**config.mk**
```make
export PLATFORM = sky130hd
export DESIGN_NAME = boot_supervisor
export DESIGN_NICKNAME = d
export VERILOG_FILES = /design/src/design/boot_supervisor_pkg.sv /design/src/design/boot_supervisor.sv /design/src/design/ms_tick_gen.sv
export SDC_FILE = /design/constraint.sdc
export NUM_CORES = 1
export LEC_CHECK = 0
export BUFFER_PORTS_ARGS = -buffer_cell sky130_fd_sc_hd__buf_2
export CAP_MARGIN = 20
export CORE_ASPECT_RATIO = 1.4
export CORE_MARGIN = 4
export CORE_UTILIZATION = 40
export CTS_BUF_LIST = sky130_fd_sc_hd__clkbuf_8
export DETAILED_ROUTE_END_ITERATION = 10
export GPL_TIMING_DRIVEN = 1
export MAX_ROUTING_LAYER = met4
export PLACE_DENSITY = 0.63
export SLEW_MARGIN = 0
export SYNTH_ARGS = -nofsm -noshare
export SYNTH_HDL_FRONTEND = slang
export SYNTH_SLANG_ARGS = --single-unit
```
**constraint.sdc**
```tcl
create_clock -name i_ref_clk -period 4.6 [get_ports i_ref_clk]
set_input_delay 0.92 -clock i_ref_clk [delete_from_list [all_inputs] [get_ports i_ref_clk]]
set_output_delay 0.92 -clock i_ref_clk [all_outputs]
set_load 0.005 [all_outputs]
```
**src/design/boot_supervisor_pkg.sv**
```systemverilog
// Shared constants and types for the boot entry and power supervisor
package boot_supervisor_pkg;
   // Clock and base tick
   localparam int unsigned CLK_PERIOD_NS = 100;
   localparam int unsigned TICK_NS = 1000000;
   localparam int unsigned TICK_CYC = TICK_NS / CLK_PERIOD_NS;
   // Timing, in milliseconds (counted on the 1 ms tick)
   localparam int unsigned WDOG_MS = 32000;
   localparam int unsigned BATT_RUN_MS = 60000;
   localparam int unsigned CABLE_STABLE_MS = 3000;
   localparam int unsigned SHDN_MS = 35000;
   localparam int unsigned BLINK_CABLE_MS = 400;
   localparam int unsigned BLINK_BATT_MS = 2000;
   localparam int unsigned BLINK_LOAD_MS = 200;
   localparam int unsigned PULSE_HALF_MS = 100;
   localparam int unsigned REPLY_TMO_MS = 1000;
   localparam int unsigned TMR_W = 17;
   // Two-wire command and status addressing
   localparam logic [6:0] CMD_TARGET = 7'h6b;
   localparam logic [7:0] CMD_BOOT_REG = 8'h00;
   localparam logic [7:0] CMD_BOOT_VAL = 8'hff;
   localparam logic [6:0] STAT_TARGET = 7'h69;
   localparam logic [7:0] STAT_FW_REG = 8'h26;
   // Arbitrary neutral firmware version code
   localparam logic [7:0] FW_VERSION_DEF = 8'h01;

   typedef enum logic [2:0] {
      M_CHECK = 3'b000,
      M_BOOT_WAIT = 3'b001,
      M_BOOT_LOAD = 3'b010,
      M_OFF = 3'b011,
      M_RUN = 3'b100,
      M_SHDN = 3'b101
   } mode_t;

   typedef enum logic [1:0] {
      K_IDLE = 2'b00,
      K_RST = 2'b01,
      K_BOTH = 2'b10,
      K_SHUT = 2'b11
   } key_t;
endpackage : boot_supervisor_pkg

```
**src/design/boot_supervisor.sv**
```systemverilog
// Boot entry, watchdog, LED and battery power supervisor
// Function
// - After reset, choose bootloader or normal run
// - Orange while waiting, blue once upload starts
// - Write 0xff to 0x6b reg 0x00 requests boot
// - During upload: blue lit, status LED blinks
// - Read 0x69 reg 0x26 returns firmware version
// - Reset/shutdown key sequence enters bootloader
// - 32 s watchdog returns idle bootloader to run
// - Host monitoring active: steady 400 ms blink
// - Host booting: status LED continuously lit
// - Cable power and monitoring: about 2.5 blinks/s
// - On battery: blink once every 2 s
// - 60 s on battery forces safe shutdown
// - Cable return after shutdown powers host again
// - Toggle on without cable: power host, 2 s blink
// - Toggle off: steady LED, shutdown, drop battery
// - No battery backup while bootloader runs
// - Pulse train out, reply in, shutdown same line
// - Back to cable after 3 s stable supply
module boot_supervisor
   import boot_supervisor_pkg::*;
#(
   parameter int unsigned TICK_DIV = boot_supervisor_pkg::TICK_CYC,
   parameter int unsigned WDOG_TICKS = boot_supervisor_pkg::WDOG_MS,
   parameter int unsigned BATT_TICKS = boot_supervisor_pkg::BATT_RUN_MS,
   parameter int unsigned STABLE_TICKS = boot_supervisor_pkg::CABLE_STABLE_MS,
   parameter int unsigned SHDN_TICKS = boot_supervisor_pkg::SHDN_MS,
   parameter int unsigned REPLY_TICKS = boot_supervisor_pkg::REPLY_TMO_MS,
   parameter logic [7:0] FW_VERSION = boot_supervisor_pkg::FW_VERSION_DEF
) (
   input wire logic i_ref_clk,
   input wire logic i_sys_rst,
   input wire logic i_cmd_wr,
   input wire logic i_cmd_rd,
   input wire logic [6:0] i_cmd_target,
   input wire logic [7:0] i_cmd_reg,
   input wire logic [7:0] i_cmd_wdata,
   output logic o_cmd_rvalid,
   output logic [7:0] o_cmd_rdata,
   input wire logic i_reset_key,
   input wire logic i_shutdown_key,
   input wire logic i_upload_active,
   input wire logic i_upload_done,
   input wire logic i_cable_ok,
   input wire logic i_toggle_cfg,
   input wire logic i_power_toggle,
   input wire logic i_host_reply,
   output logic o_host_pulse,
   output logic o_host_pwr_en,
   output logic o_batt_en,
   output logic o_led_orange,
   output logic o_led_blue,
   output logic o_led_status,
   output logic o_boot_mode
);
   import boot_supervisor_pkg::*;

   typedef struct packed {
      mode_t mode;
      key_t key;
      logic [TMR_W-1:0] tmr;
      logic [TMR_W-1:0] stab;
      logic [TMR_W-1:0] rply;
      logic [TMR_W-1:0] blink;
      logic [TMR_W-1:0] pcnt;
      logic led_st;
      logic pulse;
      logic batt_sel;
      logic tog_mode;
      logic tog_prev;
      logic boot_req;
      logic reply_prev;
      logic host_pwr;
      logic led_or;
      logic led_bl;
      logic mon;
      logic rvalid;
      logic [7:0] rdata;
   } state_t;

   state_t q, d;
   logic tick;

   ms_tick_gen #(
      .DIV(TICK_DIV)
   ) u_tick (
      .i_ref_clk(i_ref_clk),
      .i_sys_rst(i_sys_rst),
      .o_tick(tick)
   );

   // Saturating tick counter
   function automatic logic [TMR_W-1:0] tick_inc(input logic [TMR_W-1:0] v, input logic t);
      if (t && v != {TMR_W{1'b1}}) begin
         tick_inc = v + TMR_W'(1);
      end else begin
         tick_inc = v;
      end
   endfunction : tick_inc

   logic boot_cmd;
   logic key_req;
   logic cable_stable;
   logic [TMR_W-1:0] half_blink;

   assign boot_cmd = i_cmd_wr && i_cmd_target == CMD_TARGET &&
                     i_cmd_reg == CMD_BOOT_REG && i_cmd_wdata == CMD_BOOT_VAL;
   assign cable_stable = i_cable_ok && q.stab >= TMR_W'(STABLE_TICKS);

   always_comb begin
      d = q;
      key_req = 1'b0;
      half_blink = TMR_W'(BLINK_CABLE_MS / 2);

      // Version read answers one cycle after the request
      d.rvalid = 1'b0;
      if (i_cmd_rd && i_cmd_target == STAT_TARGET && i_cmd_reg == STAT_FW_REG) begin
         d.rvalid = 1'b1;
         d.rdata = FW_VERSION;
      end

      // Key sequence: reset held, add shutdown, drop reset, drop shutdown
      // Any out-of-order move drops back to idle and must start over
      unique case (q.key)
         K_IDLE: begin
            if (i_reset_key && !i_shutdown_key) begin
               d.key = K_RST;
            end
         end
         K_RST: begin
            if (!i_reset_key) begin
               d.key = K_IDLE;
            end else if (i_shutdown_key) begin
               d.key = K_BOTH;
            end
         end
         K_BOTH: begin
            if (!i_shutdown_key) begin
               d.key = K_IDLE;
            end else if (!i_reset_key) begin
               d.key = K_SHUT;
            end
         end
         K_SHUT: begin
            if (i_reset_key) begin
               d.key = K_IDLE;
            end else if (!i_shutdown_key) begin
               d.key = K_IDLE;
               key_req = 1'b1;
            end
         end
      endcase

      // Cable stability, restarted by any dropout
      if (!i_cable_ok) begin
         d.stab = '0;
      end else begin
         d.stab = tick_inc(q.stab, tick);
      end

      // Host reply watch: any reply edge proves the daemon is alive
      // The reply timeout must exceed the pulse half period, or monitoring flaps
      d.reply_prev = i_host_reply;
      if (!q.host_pwr) begin
         d.mon = 1'b0;
         d.rply = '0;
      end else if (i_host_reply != q.reply_prev) begin
         d.rply = '0;
         d.mon = 1'b1;
      end else begin
         d.rply = tick_inc(q.rply, tick);
         if (q.rply >= TMR_W'(REPLY_TICKS)) begin
            d.mon = 1'b0;
         end
      end

      // Pulse train toward the host while it is powered
      // Held high in shutdown, which the host takes as its request
      if (q.mode == M_SHDN) begin
         d.pulse = 1'b1;
         d.pcnt = '0;
      end else if (!q.host_pwr) begin
         d.pulse = 1'b0;
         d.pcnt = '0;
      end else if (tick) begin
         if (q.pcnt >= TMR_W'(PULSE_HALF_MS - 1)) begin
            d.pcnt = '0;
            d.pulse = !q.pulse;
         end else begin
            d.pcnt = q.pcnt + TMR_W'(1);
         end
      end

      d.tog_prev = i_power_toggle;

      unique case (q.mode)
         M_CHECK: begin
            // Host power is kept, so an upload does not cut the host off
            d.tmr = '0;
            d.batt_sel = 1'b0;
            if (q.boot_req) begin
               d.mode = M_BOOT_WAIT;
               d.led_or = 1'b1;
               d.led_bl = 1'b0;
            end else if (i_cable_ok) begin
               d.mode = M_RUN;
               d.host_pwr = 1'b1;
               d.tog_mode = 1'b0;
            end else begin
               d.mode = M_OFF;
               d.host_pwr = 1'b0;
            end
         end
         M_BOOT_WAIT: begin
            // The watchdog runs only while waiting; a started upload is never cut
            d.batt_sel = 1'b0;
            d.tmr = tick_inc(q.tmr, tick);
            if (i_upload_active) begin
               d.mode = M_BOOT_LOAD;
               d.led_or = 1'b0;
               d.led_bl = 1'b1;
            end else if (q.tmr >= TMR_W'(WDOG_TICKS)) begin
               d.boot_req = 1'b0;
               d.led_or = 1'b0;
               d.mode = M_CHECK;
            end
         end
         M_BOOT_LOAD: begin
            d.batt_sel = 1'b0;
            d.led_bl = 1'b1;
            if (i_upload_done) begin
               d.boot_req = 1'b0;
               d.led_bl = 1'b0;
               d.mode = M_CHECK;
            end
         end
         M_OFF: begin
            d.host_pwr = 1'b0;
            d.batt_sel = 1'b0;
            d.tmr = '0;
            if (i_cable_ok) begin
               d.mode = M_RUN;
               d.host_pwr = 1'b1;
               d.tog_mode = 1'b0;
            end else if (i_toggle_cfg && i_power_toggle && !q.tog_prev) begin
               // A toggle left on from before needs a fresh off-to-on move
               d.mode = M_RUN;
               d.host_pwr = 1'b1;
               d.batt_sel = 1'b1;
               d.tog_mode = 1'b1;
            end
         end
         M_RUN: begin
            d.host_pwr = 1'b1;
            if (!i_cable_ok) begin
               d.batt_sel = 1'b1;
            end else if (q.batt_sel && cable_stable) begin
               d.batt_sel = 1'b0;
            end
            if (q.tog_mode && i_toggle_cfg && !i_power_toggle) begin
               d.mode = M_SHDN;
               d.tmr = '0;
            end else if (q.batt_sel && !q.tog_mode && !i_cable_ok) begin
               // A returning supply cancels the countdown even before it is stable
               d.tmr = tick_inc(q.tmr, tick);
               if (q.tmr >= TMR_W'(BATT_TICKS)) begin
                  d.mode = M_SHDN;
                  d.tmr = '0;
               end
            end else begin
               d.tmr = '0;
            end
         end
         M_SHDN: begin
            // Host stays fed while its file systems settle
            d.tmr = tick_inc(q.tmr, tick);
            if (q.tmr >= TMR_W'(SHDN_TICKS)) begin
               d.mode = M_OFF;
               d.host_pwr = 1'b0;
               d.batt_sel = 1'b0;
               d.tog_mode = 1'b0;
            end
         end
         default: begin
            d.mode = M_CHECK;
         end
      endcase

      // Boot request, from the bus or the keys, restarts into the check
      // Refused while already in the bootloader so a repeat cannot restart it
      if ((boot_cmd || key_req) && q.mode != M_BOOT_WAIT && q.mode != M_BOOT_LOAD) begin
         d.boot_req = 1'b1;
         d.mode = M_CHECK;
      end

      // Status LED pattern
      // In run mode without live replies the light stays steady, as while the host boots
      if (q.mode == M_BOOT_LOAD) begin
         half_blink = TMR_W'(BLINK_LOAD_MS / 2);
      end else if (q.batt_sel) begin
         half_blink = TMR_W'(BLINK_BATT_MS / 2);
      end
      if (q.mode == M_SHDN || (q.mode == M_RUN && !q.mon)) begin
         d.led_st = 1'b1;
         d.blink = '0;
      end else if (q.mode == M_BOOT_LOAD || q.mode == M_RUN) begin
         if (tick) begin
            if (q.blink >= half_blink - TMR_W'(1)) begin
               d.blink = '0;
               d.led_st = !q.led_st;
            end else begin
               d.blink = q.blink + TMR_W'(1);
            end
         end
      end else begin
         d.led_st = 1'b0;
         d.blink = '0;
      end
   end

   // Reset lands in the power-on check with the host unpowered
   always_ff @(posedge i_ref_clk or posedge i_sys_rst) begin
      if (i_sys_rst) begin
         q <= '0;
      end else begin
         q <= d;
      end
   end

   assign o_cmd_rvalid = q.rvalid;
   assign o_cmd_rdata = q.rdata;
   assign o_host_pulse = q.pulse;
   assign o_host_pwr_en = q.host_pwr;
   assign o_batt_en = q.batt_sel;
   assign o_led_orange = q.led_or;
   assign o_led_blue = q.led_bl;
   assign o_led_status = q.led_st;
   assign o_boot_mode = q.mode == M_BOOT_WAIT || q.mode == M_BOOT_LOAD;
endmodule : boot_supervisor

```
**src/design/ms_tick_gen.sv**
```systemverilog
// Divider that makes a one-cycle enable pulse once per tick period
module ms_tick_gen #(
   parameter int unsigned DIV = 10000
) (
   input wire logic i_ref_clk,
   input wire logic i_sys_rst,
   output logic o_tick
);
   typedef struct packed {
      logic [15:0] cnt;
      logic tick;
   } tick_state_t;

   tick_state_t q, d;

   always_comb begin
      d = q;
      d.tick = 1'b0;
      if (q.cnt == 16'(DIV - 1)) begin
         d.cnt = 16'h0000;
         d.tick = 1'b1;
      end else begin
         d.cnt = q.cnt + 16'h0001;
      end
   end

   always_ff @(posedge i_ref_clk or posedge i_sys_rst) begin
      if (i_sys_rst) begin
         q <= '0;
      end else begin
         q <= d;
      end
   end

   assign o_tick = q.tick;
endmodule : ms_tick_gen

```
# ---- Yosys cells after proc, flatten, opt, wreduce, memory -nomap -nowiden
# Cells that the tools add are included.
dict set report op_classes {
  n_addsub 7
  reduce_logical 55
  magnitude_cmp 7
  muxes 85
  n_eq_ne 46
}
# op n
set op_table {}
lappend op_table {{$mux 17} 17}
lappend op_table {{$add 17x1->17 const B} 5}
lappend op_table {{$ne 17x17->1 const B} 3}
lappend op_table {{$pmux 17 s3} 1}
lappend op_table {{$mux 3} 12}
lappend op_table {{$ge 17x16->1 const B} 2}
lappend op_table {{$mux 1} 33}
lappend op_table {{$ne 3x3->1 const B} 10}
lappend op_table {{$logic_and 1x1->1} 20}
lappend op_table {{$mux 10} 2}
lappend op_table {{$mux 2} 10}
lappend op_table {{$pmux 3 s6} 1}
lappend op_table {{$ge 17x10->1 const B} 1}
lappend op_table {{$ge 17x12->1 const B} 1}
lappend op_table {{$ge 17x15->1 const B} 1}
lappend op_table {{$ge 17x17->1} 1}
lappend op_table {{$ge 17x7->1 const B} 1}
lappend op_table {{$sub 17x1->17 const B} 1}
lappend op_table {{$add 16x1->16 const B} 1}
lappend op_table {{$eq 16x14->1 const B} 1}
lappend op_table {{$mux 16} 1}
lappend op_table {{$ne 4x4->1 const B} 4}
lappend op_table {{$ne 3x1->1 const B} 5}
lappend op_table {{$eq 7x7->1 const B} 2}
lappend op_table {{other kinds (31)} 64}
dict set report totals {
  wordCells 222
  in_bits 35
  output_inout_bits 16
  reg_bits 120
}

# ---- Logic depth before layout (Yosys ltp)
dict set report depth {
  depth_word 9
  mapped_depth 13
  mapped_depth_nobuf 11
}

# ---- Cells and area by module
# From an unflattened synthesis, not the netlist that was laid out.
dict set report unflattened {
  hier_cells 712
  area_unflattened_um2 6744.0
}
# module cells_each n_inst area_each_um2 seq_area_each_um2
set modules_own_cells {}
lappend modules_own_cells {boot_supervisor 637 1 5918.2 2577.5}
lappend modules_own_cells {ms_tick_gen 75 1 825.8 425.4}

# ---- Worst setup path after synthesis
# Ideal clock, no wire load.
dict set report synth_timing {
  kind {register to register}
  from {register q[108] (netlist name)}
  to {register q[41] (netlist name)}
  setup_ns 0.071
  path_buffers 4
  required_ns 4.529
  period_less_slack_ns 2.715
  arrival_time_ns 2.644
  path_slack_ns 1.885
  path_stages_with_launch 14
  cell_sequence {dfrtp_1 clkbuf_1 clkbuf_1 nand2_1 inv_1 nor2_1 ha_1 or4_1 a21oi_1 o311ai_1 and2_1 clkbuf_1 buf_2 nor2_1}
}
dict set report synth_between {
  elab_chain_len 8
  word_cells_on_any_way 14
  cone_classes {add/sub (1); order compare (1); eq/ne (4); mux (5); reduce/logical (3)}
}
# item line_no
set synth_lines {}
lappend synth_lines {{start, declared} boot_supervisor.sv:82} ;# state_t q, d;
lappend synth_lines {{start signal, assigned} boot_supervisor.sv:325} ;# q <= '0;
lappend synth_lines {{start signal, assigned} boot_supervisor.sv:327} ;# q <= d;
lappend synth_lines {{$eq 3x2->1} {boot_supervisor.sv:299, boot_supervisor.sv:307}}
lappend synth_lines {{$mux 10} boot_supervisor.sv:299} ;# if (q.mode == M_BOOT_LOAD) begin
lappend synth_lines {{$sub 17x1->17} boot_supervisor.sv:309} ;# if (q.blink >= half_blink - TMR_W'(1)) begin
lappend synth_lines {{$ge 17x17->1} boot_supervisor.sv:309}
lappend synth_lines {{$mux 17} boot_supervisor.sv:309}
lappend synth_lines {{$mux 17} boot_supervisor.sv:308} ;# if (tick) begin
lappend synth_lines {{$mux 17} boot_supervisor.sv:307} ;# end else if (q.mode == M_BOOT_LOAD || q.mode == M_RUN) begin
lappend synth_lines {{$mux 17} boot_supervisor.sv:304} ;# if (q.mode == M_SHDN || (q.mode == M_RUN && !q.mon)) begin
# Several ways; a longest one is shown, not always the timed one. The select of a mux whose other input is x is not followed.
# A chain may end at the register's enable or synchronous reset.

# ---- Worst setup path in the final report
dict set report layout_timing {
  from {register q[107] (netlist name)}
  to {register q, in the netlist o_led_status}
}
dict set report layout_between {
  elab_chain_len 6
  word_cells_on_any_way 14
  cone_classes {add/sub (1); order compare (1); eq/ne (5); mux (3); reduce/logical (4)}
}
# item line_no
set layout_lines {}
lappend layout_lines {{$eq 3x2->1} {boot_supervisor.sv:299, boot_supervisor.sv:307}}
lappend layout_lines {{$mux 10} boot_supervisor.sv:299}
lappend layout_lines {{$sub 17x1->17} boot_supervisor.sv:309}
lappend layout_lines {{$ge 17x17->1} boot_supervisor.sv:309}
lappend layout_lines {{$ne 3x2->1 (no line)} --}
lappend layout_lines {{$reduce_and 2->1 (no line)} --}
# Several ways; a longest one is shown, not always the timed one.

==> run metrics <==
Sequential Power Share=43.3%; Pint=1.90 mW; Total Wirelength=13000 um; clk sink count=120; R2R setup slack=around 1600 ps; filler cell count=1501; CTS H-tree depth=4; most frequent cells in the layout=120 x dfrtp_1, 106 x nor2_1, 60 x nand2_1; Synth warnings=0; post-CTS setup buffer count=0; largest vdd supply drop=0.191 mV; Synth Instances=690; Final Max Tran Viols=0; vias per cell=5.30; # Max-Cap Violations=0; n_diodes=0; Post-synth ARST share=100%; Core Box Area=15600 sq um; Initial Util=40.9%; gpl congestion=between 0.8 and 0.9; RSZ-0062 raised after global routing=no; initial antenna violation count=0; # rows=between 50 and 60; Layout area overhead=11.9%; Switching Share=approximately a third; post-synthesis register bit count=between 100 and 150; outcome=complete, no violations; CTS tree=built; Final HPWL DP=9140 um; Peak Freq=0.330 GHz; DR DRC count=0; die area=18100 sq um; Setup crit start kind=flop; Antenna Violating Nets Remaining=0; WHS Path Cells=1; Worst Setup Path Type=reg2reg; First-pass DRT Iterations=6; wire per inst=13.8 um; Design Power=2.82 mW; worst-path fanout max=23; clock edge transition at the registers on the reported setup and hold paths=70 ps; vias=4986; Die X=115 um; gr ovfl total=0; most common cell after layout, fill and taps aside=dfrtp_1; CP endpoint kind=flop; Setup Viol. Count Final=0; PD cells=395 nW/um^2; number of hold violations in the final report=0; Clock Tree Root=clkbuf_8; Buffers on Ports=43; post-cts sizing count=0; worst skew pair latency=430 ps; Die Ht=157 um; clock power share=34.1%; Sw Pwr=0.916 mW; largest net degree at the start of global routing=59; fraction of layout cells with a size suffix above 1=11.3%; Reg2Reg Depth=10; combinational share of power=22.6%; min Tclk post-route=3030 ps; min-delay worst type=reg2reg; Final period util=65.9%; CP required=4890 ps; Total Routing Usage GR=16.0%; vias in the first global route=4992; hold buffers post-CTS=0; dominant synthesized flop cell=dfrtp_1; sequential area share after synthesis=47.1%; post-synthesis cell type count=65; clock buffers created by TritonCTS=17; skew final=15.7 ps; first-pass GRT wire length=22900 um; leakage dissipation=about 3.2 nW; clock buffer depth=2; syn_area_per_cell=approximately 9 sq um; Post-synth EDFFs=0; nets@finish=roughly 790; boundary pin count=51; Mapped Area=6380 sq um; 1st-iter DRT viols=170; setup_tns=0 ps; Slew HR=36.9%; Critical Path AT=3320 ps; measured slew at the worst slew-check pin=roughly 940 ps
[registers in the layout, indices dropped and copies added, names as in the netlist]
register / count
o_led_orange: 1
o_cmd_rvalid: 1
u_tick.o_tick: 1
o_host_pwr_en: 1
u_tick.q: 16
q: 95
o_led_status: 1
o_host_pulse: 1
o_cmd_rdata: 1
o_batt_en: 1
o_led_blue: 1
[metrics by stage]
step | worst slack (ps) | instance area [sq um] | util (%) | hold WS [ps] | std cells
final | 1570 | 7130 | 45.7 | 468 | 940
after global placement | 1750 | 6740 | 43.2 | 454 | 910
after CTS | 1560 | 7130 | 45.7 | 476 | 940
after global routing | 1310 | 7130 | 45.7 | 497 | 940
after floorplan | 494 | 6400 | - | 441 | 696
after detailed placement | 1620 | 6740 | 43.2 | 449 | 910
[per-layer routing]
metal	part of all wire, %	GRT usage [%]	wire (um)
met2	49	26.0	6420
met3	4.0	3.85	517
met5	0	-	0
met4	1.9	6.38	245
met1	45	19.1	5810
[cell type report]
cell class	instances	area, sq um	area share [%]
sequential	120	3000	42.1
timing repair buffer	45	230	3.23
clock buffer	19	262	3.67
clock inverter	11	133	1.86
tap	196	245	3.44
inverter	18	70.1	0.982
multi-input combinational	531	3190	44.7
[cells by family (layout without fill, tap and decap cells)]
| group | Yosys count | after routing | share of synthesized area, % |
|---|---|---|---|
| other | 1 | 7 | 0.0588 |
| DFF | 120 | 120 | 47.1 |
| and+or+nand+nor | 335 | 335 | 26.3 |
| buffers and inverters | 45 | 93 | 3.22 |
| AOI/OAI and AO/OA | 102 | 102 | 10.3 |
| muxes | 4 | 4 | 0.647 |
| adders and majority gates | 17 | 17 | 3.34 |
| xor gates and xnor gates | 66 | 66 | 9.06 |
[Yosys cell counts, types with 2 or more instances]
master / n / area [sq um]
xor2_1: 37 / 324
and3_1: 11 / 68.8
nand3b_1: 5 / 37.5
nor4_1: 9 / 56.3
inv_1: 18 / 67.6
dfrtp_1: 120 / 3000
xnor2_1: 29 / 254
buf_2: 5 / 25.0
a311o_1: 2 / 20.0
ha_1: 17 / 213
or3_1: 9 / 56.3
a21boi_0: 2 / 15.0
o21ai_0: 23 / 115
o21ai_1: 5 / 25.0
nand4_1: 23 / 144
o31ai_1: 2 / 15.0
nor2b_1: 10 / 62.6
nand2b_1: 12 / 75.1
a21oi_1: 26 / 130
nor2_1: 106 / 398
mux2i_1: 3 / 30.0
nand2_1: 60 / 225
nor3_1: 15 / 75.1
buf_4: 8 / 60.1
a211oi_1: 4 / 30.0
nor3b_1: 4 / 30.0
or2_2: 2 / 12.5
o21bai_1: 2 / 15.0
nor4bb_1: 2 / 20.0
o31ai_2: 2 / 25.0
a31oi_1: 10 / 62.6
or4_1: 5 / 37.5
o22a_1: 3 / 26.3
nand3_1: 31 / 155
and2_1: 20 / 125
a21o_1: 4 / 30.0
nor4b_1: 2 / 17.5
clkbuf_1: 13 / 48.8
and4_1: 3 / 26.3
[path summary, 6_finish.rpt]
| check | startpoint | end |
|---|---|---|
| setup / recovery | q[107]$_DFFE_PP0P_ | o_led_status$_DFFE_PP0P_ |
| hold / removal | u_tick.q[16]$_DFF_PP0_ | u_tick.q[16]$_DFF_PP0_ |
| setup reg to reg | q[107]$_DFFE_PP0P_ | o_led_status$_DFFE_PP0P_ |
| hold reg to reg | u_tick.q[16]$_DFF_PP0_ | u_tick.q[16]$_DFF_PP0_ |
| max in group asynchronous | i_sys_rst | q[55]$_DFFE_PP0P_ |
| min in group asynchronous | i_sys_rst | q[106]$_DFFE_PP0P_ |
[power by group through the flow]
stage	clock (mW)	combinational (mW)	sequential, mW
final	0.960	0.637	1.22
after global routing	1.05	0.715	1.23
after CTS	0.994	0.642	1.22
after detailed placement	0	0.640	1.24
after global placement	0	0.627	1.24
after floorplan	0	0.548	1.17
[worst max-delay path: stages, from the launching register on]
cell      delay (ps)
dfrtp_1          760
nor2_1           170
nand2_1          170
nand2_1          100
ha_1             200
or4_1            400
a211oi_1         230
o311ai_1         220
and2_1           390
a21oi_1          200
a31oi_1           50
Note: power is estimated with default switching activity, not from simulation.
